**src/hdl/scm_consts.vh**
```
// Constants for the system clock and power mode controller.
`ifndef SCM_CONSTS_VH
`define SCM_CONSTS_VH

// Register byte addresses.
`define SCM_ADDR_MODE      8'h00
`define SCM_ADDR_MODE1     8'h04
`define SCM_ADDR_IRQ_STAT  8'h08
`define SCM_ADDR_IRQ_MASK  8'h0c
`define SCM_ADDR_STATE     8'h10

// Field positions of the clock mode control register.
`define SCM_BIT_HL         0
`define SCM_BIT_IDLE_EN    1
`define SCM_BIT_FAST_RDY   2
`define SCM_BIT_SLOW_RDY   3
`define SCM_CKS_LSB        5

// Field positions of the secondary mode register.
`define SCM_BIT_WDT_EN     0
`define SCM_BIT_KEEP       7

// Reset values.
`define SCM_RST_HL         1'b1
`define SCM_RST_IDLE_EN    1'b1
`define SCM_RST_CKS        3'h0

// Interrupt event bits.
`define SCM_EV_SWITCH      0
`define SCM_EV_FAST_RDY    1
`define SCM_EV_WAKE        2
`define SCM_EV_W           3

// Operating mode codes.
`define SCM_M_NORMAL       3'h0
`define SCM_M_SLOW         3'h1
`define SCM_M_IDLE0        3'h2
`define SCM_M_IDLE1        3'h3
`define SCM_M_SLEEP0       3'h4
`define SCM_M_SLEEP1       3'h5

// Whole current-clock periods counted before a source change.
`define SCM_SWITCH_TICKS   3'h4

`endif

```
**src/hdl/scm_ctrl.v**
```verilog
// System clock selection and power operating mode controller with an AHB-Lite slave.
//
// Chosen here: the AHB-Lite slave port and the register offsets.
`timescale 1ns/1ps
`default_nettype none
`include "scm_consts.vh"

module scm_ctrl (
    input  wire        ref_clk,        // System clock, 200 MHz.
    input  wire        srst,           // Synchronous reset, active high.
    input  wire        clk_en,         // Clock enable; freezes all state when low.
    input  wire        hsel,           // AHB-Lite slave select.
    input  wire [31:0] haddr,          // AHB-Lite address.
    input  wire [1:0]  htrans,         // AHB-Lite transfer type.
    input  wire        hwrite,         // AHB-Lite write strobe.
    input  wire [2:0]  hsize,          // AHB-Lite transfer size.
    input  wire        hready,         // AHB-Lite bus ready.
    input  wire [31:0] hwdata,         // AHB-Lite write data.
    output reg  [31:0] hrdata,         // AHB-Lite read data.
    output reg         hreadyout,      // AHB-Lite slave ready.
    output reg         hresp,          // AHB-Lite response, always OKAY.
    input  wire        fast_osc_in,    // Fast RC oscillator output, asynchronous.
    input  wire        slow_osc_in,    // Slow RC oscillator output, asynchronous.
    input  wire        fast_stable_in, // Fast oscillator stable indication, asynchronous.
    input  wire        halt_req,       // One-cycle pulse: CPU executes halt.
    input  wire        wake_req,       // One-cycle pulse: wake-up event.
    output reg         fast_osc_on,    // Enable for the fast oscillator.
    output reg         slow_osc_on,    // Enable for the slow oscillator.
    output reg         sys_clk_en,     // System clock enable pulse.
    output reg         cpu_clk_en,     // CPU clock enable pulse.
    output reg         tbc_clk_en,     // Time-base clock enable pulse.
    output reg         wdt_clk_en,     // Watchdog clock enable pulse.
    output reg  [2:0]  op_mode,        // Current operating mode code.
    output reg         irq             // Interrupt, high while an unmasked event is set.
);

    // Switch sequencer states. A change of selection first counts whole periods of
    // the clock in effect, then waits for the fast source to settle if the target
    // needs it, and finally hands over on a tick of the target, so no period of the
    // system clock enable is shortened or stretched in the middle.
    localparam SW_IDLE  = 2'h0;
    localparam SW_COUNT = 2'h1;
    localparam SW_READY = 2'h2;
    localparam SW_ALIGN = 2'h3;

    // Register fields.
    reg        sel_hl_q;
    reg  [2:0] sel_cks_q;
    reg        idle_on_halt_enable_q;
    reg        idle_sysclk_keep_q;
    reg        wdt_enable_q;
    reg  [`SCM_EV_W-1:0] irq_stat_q;
    reg  [`SCM_EV_W-1:0] irq_mask_q;

    // Selection in effect and switching state.
    reg        act_hl_q;
    reg  [2:0] act_cks_q;
    reg  [1:0] sw_state_q;
    reg  [2:0] sw_cnt_q;

    // Synchronisers and edge detection.
    reg  [2:0] fast_sync_q;
    reg  [2:0] slow_sync_q;
    reg  [1:0] stable_sync_q;
    reg  [5:0] div_cnt_q;
    reg        slow_ready_q;
    reg        fast_ready_q;

    // Bus data-phase state.
    reg        dp_write_q;
    reg  [7:0] dp_addr_q;

    wire fast_tick = fast_sync_q[1] & ~fast_sync_q[2];
    wire slow_tick = slow_sync_q[1] & ~slow_sync_q[2];

    // Tick of a fast-derived or slow source for a given selection.
    function src_tick;
        input       hl;
        input [2:0] cks;
        input [5:0] cnt;
        input       ft;
        input       st;
        reg   [5:0] mask;
        begin
            mask = 6'h00;
            case (cks)
                3'h2:    mask = 6'h3f;
                3'h3:    mask = 6'h1f;
                3'h4:    mask = 6'h0f;
                3'h5:    mask = 6'h07;
                3'h6:    mask = 6'h03;
                default: mask = 6'h01;
            endcase
            if (hl) begin
                src_tick = ft;
            end else if (cks[2:1] == 2'b00) begin
                src_tick = st;
            end else begin
                src_tick = ft & ((cnt & mask) == mask);
            end
        end
    endfunction

    wire act_fast = act_hl_q | (act_cks_q[2:1] != 2'b00);
    wire tgt_fast = sel_hl_q | (sel_cks_q[2:1] != 2'b00);
    wire cur_tick = src_tick(act_hl_q, act_cks_q, div_cnt_q, fast_tick, slow_tick);
    wire tgt_tick = src_tick(sel_hl_q, sel_cks_q, div_cnt_q, fast_tick, slow_tick);
    wire sel_diff = (sel_hl_q != act_hl_q) | (sel_cks_q != act_cks_q);
    wire is_run   = (op_mode == `SCM_M_NORMAL) | (op_mode == `SCM_M_SLOW);
    wire sw_done  = (sw_state_q == SW_ALIGN) & tgt_tick;

    // Bus address phase.
    wire ap_valid = hsel & hready & htrans[1];
    wire ap_read  = ap_valid & ~hwrite;
    wire dp_wr    = dp_write_q;

    // Fast source counts as settled only while it is enabled, so a stale stable level
    // left in the synchroniser cannot report a source that was just switched off.
    wire fast_stable_ok = stable_sync_q[1] & fast_osc_on;

    // Events that set sticky status bits.
    wire [`SCM_EV_W-1:0] ev;
    assign ev[`SCM_EV_SWITCH]   = sw_done;
    assign ev[`SCM_EV_FAST_RDY] = fast_stable_ok & ~fast_ready_q;
    assign ev[`SCM_EV_WAKE]     = wake_req & ~is_run;

    // Clock mode control register image; bit four reads zero.
    wire [7:0] mode_img = {sel_cks_q, 1'b0, slow_ready_q, fast_ready_q,
                           idle_on_halt_enable_q, sel_hl_q};
    wire [7:0] mode1_img = {idle_sysclk_keep_q, 6'h00, wdt_enable_q};
    wire [7:0] state_img = {3'h0, (sw_state_q != SW_IDLE), act_fast, op_mode};

    // Oscillator synchronisers and fast divider.
    // Both oscillator waves and the stable level are asynchronous to ref_clk, so each
    // passes two flip-flops before any logic looks at it. A tick is the rising edge
    // seen between the second and third stage; the divider counts fast ticks only.
    always @(posedge ref_clk) begin
        if (srst) begin
            fast_sync_q   <= 3'h0;
            slow_sync_q   <= 3'h0;
            stable_sync_q <= 2'h0;
            div_cnt_q     <= 6'h00;
        end else if (clk_en) begin
            fast_sync_q   <= {fast_sync_q[1:0], fast_osc_in};
            slow_sync_q   <= {slow_sync_q[1:0], slow_osc_in};
            stable_sync_q <= {stable_sync_q[0], fast_stable_in};
            if (fast_tick) begin
                div_cnt_q <= div_cnt_q + 6'h01;
            end
        end
    end

    // Ready flags of both oscillators.
    // The fast flag follows the settled level and falls as soon as the fast source
    // is disabled. The slow flag is cleared while the slow source is stopped and
    // rises on its first tick after restart, within one slow period.
    always @(posedge ref_clk) begin
        if (srst) begin
            fast_ready_q <= 1'b0;
            slow_ready_q <= 1'b0;
        end else if (clk_en) begin
            fast_ready_q <= fast_stable_ok;
            if (!slow_osc_on) begin
                slow_ready_q <= 1'b0;
            end else if (slow_tick) begin
                slow_ready_q <= 1'b1;
            end
        end
    end

    // Source switch sequencer: count current periods, wait ready, align to target.
    // The first tick of the current clock only aligns the count, so the four whole
    // periods that follow are never cut short by a switch requested mid-period.
    // A rewrite of the selection during a switch simply retargets the later steps.
    always @(posedge ref_clk) begin
        if (srst) begin
            sw_state_q <= SW_IDLE;
            sw_cnt_q   <= 3'h0;
            act_hl_q   <= `SCM_RST_HL;
            act_cks_q  <= `SCM_RST_CKS;
        end else if (clk_en) begin
            case (sw_state_q)
                SW_IDLE: begin
                    sw_cnt_q <= 3'h0;
                    if (sel_diff && !dp_wr) begin
                        sw_state_q <= SW_COUNT;
                    end
                end
                SW_COUNT: begin
                    if (cur_tick) begin
                        sw_cnt_q <= sw_cnt_q + 3'h1;
                        if (sw_cnt_q == `SCM_SWITCH_TICKS) begin
                            sw_state_q <= SW_READY;
                        end
                    end
                end
                SW_READY: begin
                    if (!tgt_fast || fast_ready_q) begin
                        sw_state_q <= SW_ALIGN;
                    end
                end
                SW_ALIGN: begin
                    if (tgt_tick) begin
                        act_hl_q   <= sel_hl_q;
                        act_cks_q  <= sel_cks_q;
                        sw_state_q <= SW_IDLE;
                    end
                end
                default: begin
                    sw_state_q <= SW_IDLE;
                end
            endcase
        end
    end

    // Operating mode: halt enters idle or sleep, wake returns to a run mode.
    // A halt request is honoured only in the run modes and a wake request only in the
    // low power modes; the other one is ignored. A wake returns to the run mode that
    // matches the source in effect, since the selection is kept across the halt.
    always @(posedge ref_clk) begin
        if (srst) begin
            op_mode <= `SCM_M_NORMAL;
        end else if (clk_en) begin
            case (op_mode)
                `SCM_M_NORMAL, `SCM_M_SLOW: begin
                    if (halt_req) begin
                        if (idle_on_halt_enable_q) begin
                            op_mode <= idle_sysclk_keep_q ? `SCM_M_IDLE1 : `SCM_M_IDLE0;
                        end else begin
                            op_mode <= wdt_enable_q ? `SCM_M_SLEEP1 : `SCM_M_SLEEP0;
                        end
                    end else if (sw_done) begin
                        op_mode <= tgt_fast ? `SCM_M_NORMAL : `SCM_M_SLOW;
                    end else begin
                        op_mode <= act_fast ? `SCM_M_NORMAL : `SCM_M_SLOW;
                    end
                end
                `SCM_M_IDLE0, `SCM_M_IDLE1, `SCM_M_SLEEP0, `SCM_M_SLEEP1: begin
                    if (wake_req) begin
                        op_mode <= act_fast ? `SCM_M_NORMAL : `SCM_M_SLOW;
                    end
                end
                default: begin
                    op_mode <= `SCM_M_NORMAL;
                end
            endcase
        end
    end

    // Oscillator enables and gated clock enables, all registered.
    // The enables are decided from the mode in effect, so they follow a mode change
    // one cycle later, except that a wake request with a fast source in effect raises the fast enable at the same edge.
    // The system and CPU enables stay low until the fast source is
    // ready again after a wake, which keeps an unsettled oscillator off the clock tree.
    always @(posedge ref_clk) begin
        if (srst) begin
            fast_osc_on <= 1'b1;
            slow_osc_on <= 1'b1;
            sys_clk_en  <= 1'b0;
            cpu_clk_en  <= 1'b0;
            tbc_clk_en  <= 1'b0;
            wdt_clk_en  <= 1'b0;
        end else if (clk_en) begin
            // Fast runs while it is the source in run or idle1, or a switch needs it.
            fast_osc_on <= (act_fast && (is_run || op_mode == `SCM_M_IDLE1))
                         || (sw_state_q != SW_IDLE && tgt_fast)
                         || (act_fast && wake_req && !is_run);
            // Slow oscillator stops only in sleep without watchdog.
            slow_osc_on <= (op_mode != `SCM_M_SLEEP0);
            // System clock runs in run modes and idle1, but not on the tick of the handover.
            sys_clk_en  <= cur_tick && !sw_done && (!act_fast || fast_ready_q)
                         && (is_run || op_mode == `SCM_M_IDLE1);
            cpu_clk_en  <= cur_tick && !sw_done && (!act_fast || fast_ready_q)
                         && is_run;
            // Time-base clock is the slow tick, stopped in both sleeps.
            tbc_clk_en  <= slow_tick && slow_ready_q && op_mode != `SCM_M_SLEEP0
                         && op_mode != `SCM_M_SLEEP1;
            // Watchdog counts from the slow clock, also in sleep with watchdog.
            wdt_clk_en  <= slow_tick && slow_ready_q && wdt_enable_q
                         && op_mode != `SCM_M_SLEEP0;
        end
    end

    // Software registers and sticky interrupt status; an event beats a read clear.
    // The status read clears in the address phase, at the same edge that captures the
    // read data, so an event in that cycle is kept for the next read instead of lost.
    // Writes to the ready flags, bit four and unmapped offsets have no effect.
    always @(posedge ref_clk) begin
        if (srst) begin
            sel_hl_q              <= `SCM_RST_HL;
            sel_cks_q             <= `SCM_RST_CKS;
            idle_on_halt_enable_q <= `SCM_RST_IDLE_EN;
            idle_sysclk_keep_q    <= 1'b0;
            wdt_enable_q          <= 1'b0;
            irq_mask_q            <= {`SCM_EV_W{1'b0}};
            irq_stat_q            <= {`SCM_EV_W{1'b0}};
            irq                   <= 1'b0;
        end else if (clk_en) begin
            if (dp_wr) begin
                case (dp_addr_q)
                    `SCM_ADDR_MODE: begin
                        sel_hl_q              <= hwdata[`SCM_BIT_HL];
                        idle_on_halt_enable_q <= hwdata[`SCM_BIT_IDLE_EN];
                        sel_cks_q             <= hwdata[`SCM_CKS_LSB+2:`SCM_CKS_LSB];
                    end
                    `SCM_ADDR_MODE1: begin
                        idle_sysclk_keep_q <= hwdata[`SCM_BIT_KEEP];
                        wdt_enable_q       <= hwdata[`SCM_BIT_WDT_EN];
                    end
                    `SCM_ADDR_IRQ_MASK: begin
                        irq_mask_q <= hwdata[`SCM_EV_W-1:0];
                    end
                    default: begin
                    end
                endcase
            end
            if (ap_read && haddr[7:0] == `SCM_ADDR_IRQ_STAT) begin
                irq_stat_q <= ev;
            end else begin
                irq_stat_q <= irq_stat_q | ev;
            end
            irq <= |(irq_stat_q & irq_mask_q);
        end
    end

    // AHB-Lite slave: zero wait states, read data registered in the address phase.
    // Only single word transfers are expected: the transfer size is not decoded and
    // only the low address byte selects a register. Unmapped offsets read zero and
    // every transfer completes with an OKAY response.
    always @(posedge ref_clk) begin
        if (srst) begin
            dp_write_q <= 1'b0;
            dp_addr_q  <= 8'h00;
            hrdata     <= 32'h00000000;
            hreadyout  <= 1'b1;
            hresp      <= 1'b0;
        end else if (clk_en) begin
            hreadyout  <= 1'b1;
            hresp      <= 1'b0;
            dp_write_q <= ap_valid & hwrite;
            dp_addr_q  <= haddr[7:0];
            if (ap_read) begin
                case (haddr[7:0])
                    `SCM_ADDR_MODE:     hrdata <= {24'h000000, mode_img};
                    `SCM_ADDR_MODE1:    hrdata <= {24'h000000, mode1_img};
                    `SCM_ADDR_IRQ_STAT: hrdata <= {29'h0000000, irq_stat_q};
                    `SCM_ADDR_IRQ_MASK: hrdata <= {29'h0000000, irq_mask_q};
                    `SCM_ADDR_STATE:    hrdata <= {24'h000000, state_img};
                    default:            hrdata <= 32'h00000000;
                endcase
            end
        end
    end

endmodule
`default_nettype wire

```
**config.mk**
```make
export PLATFORM = sky130hd
export DESIGN_NAME = scm_ctrl
export DESIGN_NICKNAME = d
export VERILOG_FILES = /design/src/hdl/scm_ctrl.v
export VERILOG_INCLUDE_DIRS = /design/src /design/src/hdl
export SDC_FILE = /design/constraint.sdc
export NUM_CORES = 1
export LEC_CHECK = 0
export BUFFER_PORTS_ARGS = -buffer_cell sky130_fd_sc_hd__clkbuf_2
export CAP_MARGIN = 20
export CORE_MARGIN = 3
export CORE_UTILIZATION = 45
export CTS_BUF_LIST = sky130_fd_sc_hd__clkbuf_8 sky130_fd_sc_hd__clkbuf_16
export DETAILED_ROUTE_END_ITERATION = 7
export PLACE_DENSITY = 0.79
export SETUP_SLACK_MARGIN = 0.02
export SYNTH_ARGS = -nofsm -noshare
export SYNTH_HDL_FRONTEND = slang
export SYNTH_SLANG_ARGS = --single-unit
```
**constraint.sdc**
```tcl
create_clock -name ref_clk -period 2.2 [get_ports ref_clk]
set_clock_uncertainty 0.2 [all_clocks]
set_input_delay 0.66 -clock ref_clk [delete_from_list [all_inputs] [get_ports ref_clk]]
set_output_delay 0.66 -clock ref_clk [all_outputs]
set_load 0.05 [all_outputs]
```
# Yosys cells after proc, flatten, opt, wreduce, memory -nomap -nowiden
# Index checks and enable logic that the tools add are counted.
# W data, S select, Z words.
# word_totals
ff_bits,89
in_bits,80
output_inout_bits,44
elab_cells,168
# classes
n_addsub,2
n_eq_ne,38
mux,27
bitwise,25
n_reduce_logical,48
# op_table
op,count
$pmux W6 S5,2
$pmux W8 S5,1
$eq A3 B3 Y1 const B,9
$eq A8 B4 Y1 const B,3
$eq A3 B2 Y1 const B,6
$eq A8 B3 Y1 const B,2
$logic_not A8 Y1,2
$logic_and A1 B1 Y1,15
$mux W3,5
$reduce_and A3 Y1,5
$and A1 B1 Y1,12
$and A6 B6 Y6,2
$eq A6 B6 Y1,2
$ne A2 B2 Y1 const B,6
$pmux W3 S2,2
$mux W1,11
$mux W2,5
$eq A8 B5 Y1 const B,1
$pmux W2 S4,1
$reduce_and A2 Y1,4
$reduce_bool A2 Y1,4
$add A6 B1 Y6 const B,1
$logic_not A2 Y1,3
$ne A3 B3 Y1 const B,2
other kinds (18),34

# Depth between registers and ports, before layout
# Gate-level depths: netlist of the first run.
# depth
word_depth,12
mapped_depth,8
mapped_depth_nobuf,7

# Worst setup path before layout of the first run
# No wires, ideal clock.
# synth_path
path_kind,input to register
start,in haddr[0]
end,reg irq_stat_q[0]
setup_ns,0.115
arrival_time_ns,2.028
required_ns,1.885
setup_slack_ns,-0.143
cell_stages,5
path_buffers,0
path_cell_list,or4_1 nor3_2 nand4b_1 and2_1 o21ba_2
# synth_via
elab_chain_len,3
# synth_rtl
element,line_no,source
"start, declared",scm_ctrl.v:13,"input wire [31:0] haddr,"
$eq A8 B4 Y1,-,
$logic_and A1 B1 Y1 (no line),-,
$mux W3,scm_ctrl.v:317,if (ap_read && haddr[7:0] == `SCM_ADDR_IRQ_STAT) begin
"end signal, assigned",scm_ctrl.v:296,irq_stat_q <= {`SCM_EV_W{1'b0}};
"end signal, assigned",scm_ctrl.v:318,irq_stat_q <= ev;
"end signal, assigned",scm_ctrl.v:320,irq_stat_q <= irq_stat_q | ev;
"end, declared",scm_ctrl.v:52,reg [`SCM_EV_W-1:0] irq_stat_q;
# Every way passes these cells.
# A chain may end at the register's enable or synchronous reset.

# Final worst setup path of the first run
# layout_path
start,reg sel_cks_q[2]
end,reg sw_state_q[1]
# layout_via
elab_chain_len,9
word_cells_on_any_way,23
cone_classes,eq/ne (10); mux (3); bitwise (4); reduce/logical (6)
# layout_rtl
element,line_no,source
"start, declared",scm_ctrl.v:48,reg [2:0] sel_cks_q;
"start signal, assigned",scm_ctrl.v:291,sel_cks_q <= `SCM_RST_CKS;
"start signal, assigned",scm_ctrl.v:304,sel_cks_q <= hwdata[`SCM_CKS_LSB+2:`SCM_CKS_LSB];
$eq A3 B3 Y1 or $eq A3 B2 Y1 (tied branches),scm_ctrl.v:86,case (cks)
$pmux W6 S5,scm_ctrl.v:86,
$and A6 B6 Y6,scm_ctrl.v:99,src_tick = ft & ((cnt & mask) == mask);
$eq A6 B6 Y1,scm_ctrl.v:99,
$and A1 B1 Y1,scm_ctrl.v:99,
$mux W1,scm_ctrl.v:96,end else if (cks[2:1] == 2'b00) begin
$mux W1,scm_ctrl.v:94,if (hl) begin
$ne A2 B2 Y1 (no line),-,
$reduce_and A6 Y1 (no line) *,-,
"end signal, assigned",scm_ctrl.v:177,sw_state_q <= SW_IDLE;
"end signal, assigned",scm_ctrl.v:186,sw_state_q <= SW_COUNT;
"end signal, assigned",scm_ctrl.v:193,sw_state_q <= SW_READY;
"end, declared",scm_ctrl.v:58,reg [1:0] sw_state_q;
# Mark *: on every way between the ends. The rest lies on a longest branch, timed or not.

==> impl_metrics.toml, run 1 <==
[global_routing]
gr-max-usage-layer = "met2"
grt_max_degree = 26
grt_use_met1_pct = 26.41
grt_pass1_wl_um = 13880
grt_pass1_vias = 2938
gr-total-overflow = 0
use_met2_pct = 32.21
antenna_found_initial = 0
grt.total_usage_pct = 19.87
grt_use_met3_pct = 4.728

[pwr]
p_per_area_mw_per_mm2 = 669.2
vdd_ir_drop_max_uv = 426.0
total_power_mw = 2.899
p_leak_nw = 1.779

[place]
dp_hpwl_um = 6314
placed_cells = 549
placed_area_mm2 = 0.003968
port-buffer-count = 43
place_congestion = 0.8986

[job]
max_cap_viol_count = 0

[setup_path]
path_buf_inv = 1
worstSetupPathType = "reg -> reg"
cpPeakStageDelay_ps = 500
end_kind = "register"
slowest_stage = "or4_1"
cp_data_required_time_ps = 2270
crit_fanout = 3
start_kind = "register"
cp_top_family = "simple AND/OR/NAND/NOR gates"
cp.arrival_ps = 2220
path_cells = "inv_4, ha_4, nor2b_4, nor4b_4, a311oi_2, or4_1, a21oi_1"

[sta]
clock.fmax_mhz = 465.9
final_max_slew_viol_count = 0
finalSetupViolations = 0
hold_viol = 0
worstMarginPinSlew_ps = 574.6
relSlewSlack_pct = 61.62
rsz0062_at_grt = "yes"
fin_crit_ps = 2146
fin_crit_sh_pct = 97.56
hold_ws_ps = 253.0

[cells_and_area]
diodes = 0
fin_cells = 571
final_area_mm2 = 0.004332
fin_util_pct = 58.47
final_nets = 558
drive_above_1_share_pct = 28.81
areaGrowthSynthToFinish_pct = 23.69

[outcome]
outcome = "complete, no violations"

[routing]
wire_per_inst_um = 14.69
drc = 0
ant_nets = 0
dr.pass1.iters = 4
via_count = 3063
drtIter0Drc = 156
viasPerCell = 5.364
wirelength_um = 8390

[floorplanning]
fp-row-count = 31
ios = 124
die_x_um = 94.22
initial_core_util_pct = 47.27
die-area_mm2 = 0.008877
die_h_um = 94.22
core-area_mm2 = 0.007408

[logic_synthesis]
yosysTopAreaCell = "dfxtp_1"
yosysSeqAreaShare_pct = 37.16
syn_area_per_cell_um2 = 8.866
synth_top_family_by_area = "simple AND/OR/NAND/NOR gates"
syn_area_mm2 = 0.003502
synthMuxAreaShare_pct = 10.79
synth.top_cell.area_share_pct = 37.16
synth_warnings = 0
synth-adder-area-share_pct = 3.930
syn_inst = 395
synth_xor_area_share_pct = 2.001
ys_ff_latch = 65
async_flop_share_pct = 0
synth_compound_area_share_pct = 14.33
synth_edf_count = 0
yosysMostFrequentCell = "dfxtp_1"
synthSimpleGateAreaFrac_pct = 22.08
synth_ff_type = "dfxtp_1"
netlist-cell-type-count = 63
synth_top_cells_by_area = "dfxtp_1 37%, mux2i_1 8.9%, buf_4 5.6%"
synth_common_cells = "65 x dfxtp_1, 49 x nor2_1, 31 x mux2i_1"

[clock_tree]
clock-root-buffer = "clkbuf_8"
path_clk_slew_ps = 70
cts_buffers = 9
cts_buffer_depth = 2
tritoncts = "built"
ctsHoldBuffers = 0
htreeDepth = 3
clk_latency_ps = 340
cts.sinks = 65

[worst_hold_path]
hp-class = "reg -> reg"
## what timing repair did
| action | 4_1_cts | 5_1_grt |
|---|---|---|
| buffers inserted | 4 | 2 |
| resized for setup | 1 | 12 |
| setup endpoints to repair | 6 | 11 |
| pin swaps | 6 | 7 |
## per-layer routing
| layer | part of all wire [%] | vias up |
|---|---|---|
| li1 | - | 1495 |
| met1 | 45 | 1450 |
| met2 | 47 | 108 |
| met3 | 6.8 | 10 |
| met4 | 1.4 | 0 |
| met5 | 0 | - |
## kinds of logic after synthesis
group                      count (synthesis)
AOI/OAI and AO/OA                         69
xor gates and xnor gates                   8
adders and majority gates                 11
buffers and inverters                     61
DFF                                       65
muxes                                     36
other                                      2
and+or+nand+nor                          143
## layout make-up
type                    instances  area (µm²)
fillers                       643        3077
multi-input cells             293        2049
flip-flops and latches         65        1316
repair buffers                 81       500.5
clock buffers                  10       137.6
clock inverters                 6       137.6
well taps                      99       123.9
inverters                      17       66.31
## worst paths after layout
path,end,slack (ps),start,cells after the start
setup / recovery,sw_state_q[1],50,sel_cks_q[2],7
setup reg to reg,sw_state_q[1],50,sel_cks_q[2],7
hold reg to reg,sys_clk_en,250,sys_clk_en,2
hold / removal,sys_clk_en,250,sys_clk_en,2
## per-stage QoR
stage	setup TNS, ps	worst slack (ps)
finish	0	53.76
CTS	0	2.504
detailed placement	-806.5	-185.1
global route	-240.0	-55.54
floorplan	-126.7	-91.41
global placement	-535.3	-177.3
## worst register-to-register path: stages, from the launching register on
cell      delay [ps]
dfxtp_2          350
inv_4             50
ha_4             220
nor2b_4          130
nor4b_4          320
a311oi_2         170
or4_1            500
a21oi_1          140
## cell usage in the layout (no fill, tap or decap), types with 4 or more instances in the layout
master,count
dfxtp_1,55
nor2_1,49
clkbuf_2,43
buf_4,38
mux2i_1,31
conb_1,26
nand2_1,23
a21oi_1,21
inv_1,14
nand3_1,12
ha_1,10
clkbuf_8,10
dfxtp_2,9
nand2b_1,8
o21ai_0,7
nor2b_1,7
xnor2_1,5
nand4b_1,5
mux2_2,4
and3_1,4
nand3b_1,4
nor3_1,4
o31ai_1,4
or4_1,4
o21ai_1,4
bufinv_16,4
## flip-flops by register name, indices dropped and copies added (netlist names), 2 cells and up
register / flops
irq_stat_q: 3
dp_addr_q: 8
act_cks_q: 3
stable_sync_q: 2
op_mode: 3
div_cnt_q: 6
sw_state_q: 2
fast_sync_q: 3
sel_cks_q: 3
slow_sync_q: 3
hrdata: 8
irq_mask_q: 3
sw_cnt_q: 3
## power by group
part           switching, mW  internal (mW)
Combinational          0.219         0.0852
Clock                  0.474          0.904
Sequential            0.0199           1.20
Total                  0.713           2.19
No activity file was read; power rests on OpenSTA's default activity.
==> inputs of run 2 (changes only) <==
--- a/config.mk
+++ b/config.mk
@@ -6,6 +6,7 @@
 export SDC_FILE = /design/constraint.sdc
 export NUM_CORES = 1
 export LEC_CHECK = 0
+export ABC_AREA = 1
 export BUFFER_PORTS_ARGS = -buffer_cell sky130_fd_sc_hd__clkbuf_2
 export CAP_MARGIN = 20
 export CORE_MARGIN = 3
==> run 2 against run 1 <==
Final cell count increased by 9.3%. Total power decreased by 16%. Wire length decreased by 5.6%. Largest cell class unchanged. Highest routed layer unchanged.
==> impl_metrics.toml, run 2 <==
[outcome]
outcome = "complete, no violations"

[cells_and_area]
diodes = 0
areaGrowthSynthToFinish_pct = 12.67
reg.largest.list = "dp_addr_q: 8 flops, hrdata: 8 flops, div_cnt_q: 6 flops"
layout_commonest_cell = "nand2_1"
fillers = 724
final_area_mm2 = 0.003871
final_nets = 613
drive_above_1_share_pct = 20.95
final_cell_mix = "77 x nand2_1, 63 x dfxtp_1, 51 x a21oi_1, 47 x inv_1, 47 x nor2_1"

[setup_path]
cp.arrival_ps = 2050
worstSetupPathType = "reg -> reg"
slowest_stage = "dfxtp_4"
cp_data_required_time_ps = 2280
cpPeakStageDelay_ps = 370
start_kind = "register"
crit_fanout = 5
end_kind = "register"
path_cells = "inv_2, ha_1, inv_1, nor2_1, nor2_1, nand3_1, nand2_2, nand3_2, nand2_1, nand3_1, nand2_1, nand2_1, nand2_1, nand2_1, a21oi_2"
cp_common_cell = "nand2_1"

[global_routing]
grt_max_degree = 39
grt.total_usage_pct = 19.07
grt_use_met1_pct = 24.80
antenna_found_initial = 0
grt_use_met3_pct = 5.068
gr-total-overflow = 0
grt_pass1_vias = 2966
gr-max-usage-layer = "met2"
grt_pass1_wl_um = 13230
use_met2_pct = 30.38

[logic_synthesis]
netlist-cell-type-count = 42
synth_top_cells_by_area = "dfxtp_1 38%, nand2_1 8.4%, a21oi_1 7.4%"
yosysTopAreaCell = "dfxtp_1"
synth_top_family_by_area = "simple AND/OR/NAND/NOR gates"
synth_common_cells = "77 x nand2_1, 65 x dfxtp_1, 51 x a21oi_1"
syn_inst = 470
yosysMostFrequentCell = "nand2_1"
synth_xor_area_share_pct = 1.275
ys_ff_latch = 65
synthSimpleGateAreaFrac_pct = 23.93
synth-adder-area-share_pct = 4.006
synth_edf_count = 0
syn_area_per_cell_um2 = 7.310
async_flop_share_pct = 0
synthMuxAreaShare_pct = 0
synth.top_cell.area_share_pct = 37.87
yosysSeqAreaShare_pct = 37.87
synth_warnings = 0
syn_area_mm2 = 0.003436
synth_ff_type = "dfxtp_1"
synth_compound_area_share_pct = 18.97

[routing]
viasPerCell = 5.133
drtIter0Drc = 181
dr.pass1.iters = 6
wirelength_um = 7916
drc = 0
ant_nets = 0
via_count = 3203
wire_per_inst_um = 12.69

[floorplanning]
ios = 124
die_x_um = 93.38
core-area_mm2 = 0.007331
die_h_um = 93.38
fp-row-count = 31
initial_core_util_pct = 46.87
die-area_mm2 = 0.008720

[place]
dp_hpwl_um = 5981
port-buffer-count = 43
placed_area_mm2 = 0.003716
place_congestion = 0.9326

[pwr]
p_comb_share_pct = 15.8
p_int_mw = 1.699
p_leak_nw = 1.704
p_per_area_mw_per_mm2 = 631.4
switching_power_uw = 745.0
clkPwrFrac_pct = 33.4
swShare_pct = 30.48
power_frac_seq_pct = 50.8
vdd_ir_drop_max_uv = 535.9

[clock_tree]
tritoncts = "built"
htreeDepth = 3
clk_latency_ps = 340
ctsHoldBuffers = 0
path_clk_slew_ps = 70
ctsResizeCount = 0
clock-root-buffer = "clkbuf_8"
cts_buffers = 9
cts.sinks = 65
cts_setup_buffers = 0
cts_buffer_depth = 2

[worst_hold_path]
hp-class = "reg -> reg"

[sta]
rsz0062_at_grt = "no"
clock.fmax_mhz = 508.1
setup_tns_ps = 0
fin_crit_ps = 1968
hold_viol = 0
final_max_slew_viol_count = 0
fin_crit_sh_pct = 89.46
finalSetupViolations = 0

[job]
max_cap_viol_count = 0
==> run 2: final timing paths <==
path	end	slack (ps)	startpoint	depth (start not counted)
worst min register to register	slow_sync_q[1]	260	slow_sync_q[1]	2
worst min-delay path	slow_sync_q[1]	260	slow_sync_q[1]	2
worst max register to register	op_mode[0]	230	sel_cks_q[1]	15
worst max-delay path	op_mode[0]	230	sel_cks_q[1]	15
==> run 2: power by group through the flow <==
stage,Combinational [mW],Clock [mW],Sequential (mW)
floorplan,0.324,0,1.27
global placement,0.374,0,1.27
detailed placement,0.385,0,1.27
CTS,0.387,0.845,1.24
global route,0.429,0.894,1.24
finish,0.386,0.817,1.24
==> run 2: final cells by class <==
type                    instances  area [µm²]  share of cell area, %
clock buffers                   9       123.9                  3.200
inverters                      60       225.2                  5.818
flip-flops and latches         65        1306                  33.74
clock inverters                 5       26.28                 0.6787
multi-input cells             330        1753                  45.28
repair buffers                 56       312.8                  8.080
well taps                      99       123.9                  3.200
==> run 2: per-stage QoR <==
stage / setup slack [ps] / cells / util [%] / hold slack (ps) / total power, mW
after floorplan: 252.6 / 494 / - / 238.3 / 1.598
after global placement: 33.28 / 610 / 50.69 / 247.3 / 1.640
after detailed placement: 13.97 / 610 / 50.69 / 252.3 / 1.653
after CTS: 125.1 / 624 / 52.74 / 262.1 / 2.474
after global routing: 21.14 / 624 / 52.81 / 287.5 / 2.568
final: 231.9 / 624 / 52.81 / 259.6 / 2.444
==> run 2: worst max-delay path: cells and delay by family, from the launching register on <==
family                   cells  cell delay, ps
AND/OR/NAND/NOR             11             810
flip-flops                   1             370
AO/OA/AOI/OAI                1             110
adder cells (fa/ha/maj)      1             290
buffers and inverters        2             120
==> run 2: logic make-up (layout without fill, tap and decap cells) <==
logic type | Yosys count | count (layout)
buffers and inverters | 99 | 130
AND/OR/NAND/NOR | 171 | 171
other | 2 | 26
AO/OA/AOI/OAI | 117 | 117
XOR/XNOR | 5 | 5
adder cells (fa/ha/maj) | 11 | 11
flip-flops | 65 | 65
==> run 2: per-layer routing <==
layer / share of wire [%] / up-vias / wire, µm
li1: - / 1593 / -
met1: 44 / 1467 / 3486
met2: 46 / 129 / 3661
met3: 8.1 / 14 / 643
met4: 1.6 / 0 / 124
met5: 0 / - / 0
==> inputs of run 3 (changes only) <==
--- a/config.mk
+++ b/config.mk
@@ -13,7 +13,7 @@
 export CORE_UTILIZATION = 45
 export CTS_BUF_LIST = sky130_fd_sc_hd__clkbuf_8 sky130_fd_sc_hd__clkbuf_16
 export DETAILED_ROUTE_END_ITERATION = 7
-export PLACE_DENSITY = 0.79
+export PLACE_DENSITY = 0.8
 export SETUP_SLACK_MARGIN = 0.02
 export SYNTH_ARGS = -nofsm -noshare
 export SYNTH_HDL_FRONTEND = slang
==> run 3 against run 2 <==
Non-clock buffer count unchanged. Combinational power barely moved. First-iteration DRC count is 32% higher. Critical path depth is the same. Sequential share of layout area down 0.95 points. Global-route usage shrank 0.25 points. Setup slack got worse by 44 ps. Critical endpoint unchanged. Highest routed layer unchanged.
==> impl_metrics.toml, run 3 (synthesized netlist as in run 2, its figures left out) <==
[cells_and_area]
areaGrowthSynthToFinish_pct = 15.95
fin_util_pct = 54.34
final_area_mm2 = 0.003984
layout_commonest_cell = "nand2_1"
drive_above_1_share_pct = 21.44
final_cell_mix = "77 x nand2_1, 63 x dfxtp_1, 51 x a21oi_1, 47 x nor2_1, 46 x inv_1"
final_nets = 613
fillers = 666
fin_cells = 626
reg.largest.list = "dp_addr_q: 8 flops, hrdata: 8 flops, div_cnt_q: 6 flops"
diodes = 0

[routing]
wire_per_inst_um = 12.53
ant_nets = 0
wirelength_um = 7846
drtIter0Drc = 239
viasPerCell = 5.070
dr.pass1.iters = 5
via_count = 3174
drc = 0

[place]
port-buffer-count = 43
placed_cells = 610
dp_hpwl_um = 5974
placed_area_mm2 = 0.003716
place_congestion = 0.9643

[global_routing]
antenna_found_initial = 0
grt_pass1_vias = 2835
grt_max_degree = 39
grt.total_usage_pct = 18.82
grt_pass1_wl_um = 13050
gr-total-overflow = 0

[floorplanning]
core-area_mm2 = 0.007331
die_x_um = 93.38
die_h_um = 93.38
ios = 124
initial_core_util_pct = 46.87
die-area_mm2 = 0.008720
fp-row-count = 31

[clock_tree]
clock-root-buffer = "clkbuf_8"
clk_latency_ps = 350
cts.sinks = 65
cts_buffers = 9
cts_setup_buffers = 0
cts_buffer_depth = 2
ctsHoldBuffers = 0
ctsResizeCount = 0
tritoncts = "built"
path_clk_slew_ps = 70
htreeDepth = 3

[outcome]
outcome = "complete, no violations"

[pwr]
vdd_ir_drop_max_uv = 544.2
p_leak_nw = 1.750
total_power_mw = 2.936
p_per_area_mw_per_mm2 = 737.0

[sta]
rsz0062_at_grt = "no"
hold_viol = 0
setup_tns_ps = 0
final_max_slew_viol_count = 0
fin_crit_sh_pct = 91.45
finalSetupViolations = 0
fin_crit_ps = 2012
clock.fmax_mhz = 497.0

[setup_path]
reg2regPathDepth = 15
endpoint = "op_mode[0]"
end_kind = "register"
worstSetupPathType = "reg -> reg"
rr_endpoint = "op_mode[0]"
worstReg2RegStart = "sel_cks_q[1]"
start_kind = "register"
cp_data_required_time_ps = 2290
rrSetupSlack_ps = 190
crit_fanout = 5
startpoint = "sel_cks_q[1]"
cp.arrival_ps = 2100

[job]
max_cap_viol_count = 0

[worst_hold_path]
hp-class = "reg -> reg"
run 3: cell count changes in the layout (fill, tap and decap cells not counted):
| cell | change |
|---|---|
| clkinv_2 | -3 |
| inv_1 | -1 |
| bufinv_16 | +3 |
| clkbuf_8 | +3 |
run 3: stage by stage:
step / setup WS [ps] / hold slack (ps)
6_report: 188.0 / 263.8
4_1_cts: 130.5 / 266.0
5_1_grt: 22.48 / 277.2
3_3_place_gp: 41.45 / 250.4
3_5_place_dp: 46.10 / 255.0
2_1_floorplan: 252.6 / 238.3
run 3: where the power goes:
| part | total (mW) | internal [mW] | switching, mW |
|---|---|---|---|
| clock network | 1.31 | 0.846 | 0.460 |
| logic | 0.389 | 0.103 | 0.286 |
| registers | 1.24 | 1.21 | 0.0285 |
run 3: layer usage:
metal	track usage, %	wire, µm	vias to the layer above
met5	0	0	-
met4	6.471	115	0
met3	5.229	631	14
met2	28.47	3511	146
met1	25.74	3587	1416
li1	-	-	1598
run 3: layout make-up:
class,count,area (µm²),area share [%]
inverters,60,225.2,5.653
well taps,99,123.9,3.109
clock buffers,12,165.2,4.146
multi-input cells,330,1753,44.00
repair buffers,56,312.8,7.852
flip-flops and latches,65,1306,32.79
clock inverters,4,97.59,2.450
run 3: how the worst min path moves through the flow:
stage / from / endpoint / slack, ps / cells after the start
4_1_cts: hrdata[6] / hrdata[6] / 270 / 2
6_report: wdt_clk_en / wdt_clk_en / 260 / 2
2_1_floorplan: sw_cnt_q[2] / sw_cnt_q[2] / 240 / 2
5_1_grt: hrdata[6] / hrdata[6] / 280 / 2
3_5_place_dp: hrdata[6] / hrdata[6] / 260 / 2
3_3_place_gp: slow_sync_q[1] / slow_sync_q[1] / 250 / 2
run 3: critical path, stage by stage, from the launching register on:
cell     delay (ps)
dfxtp_4         370
inv_2            70
ha_1            290
inv_1            50
nor2_1           30
nor2_1          100
nand3_1         100
nand2_2         110
nand3_2         120
nand2_1         110
nand3_1          80
nand2_1          70
nand2_1          50
nand2_1          60
nand2_1          60
a21oi_2         110
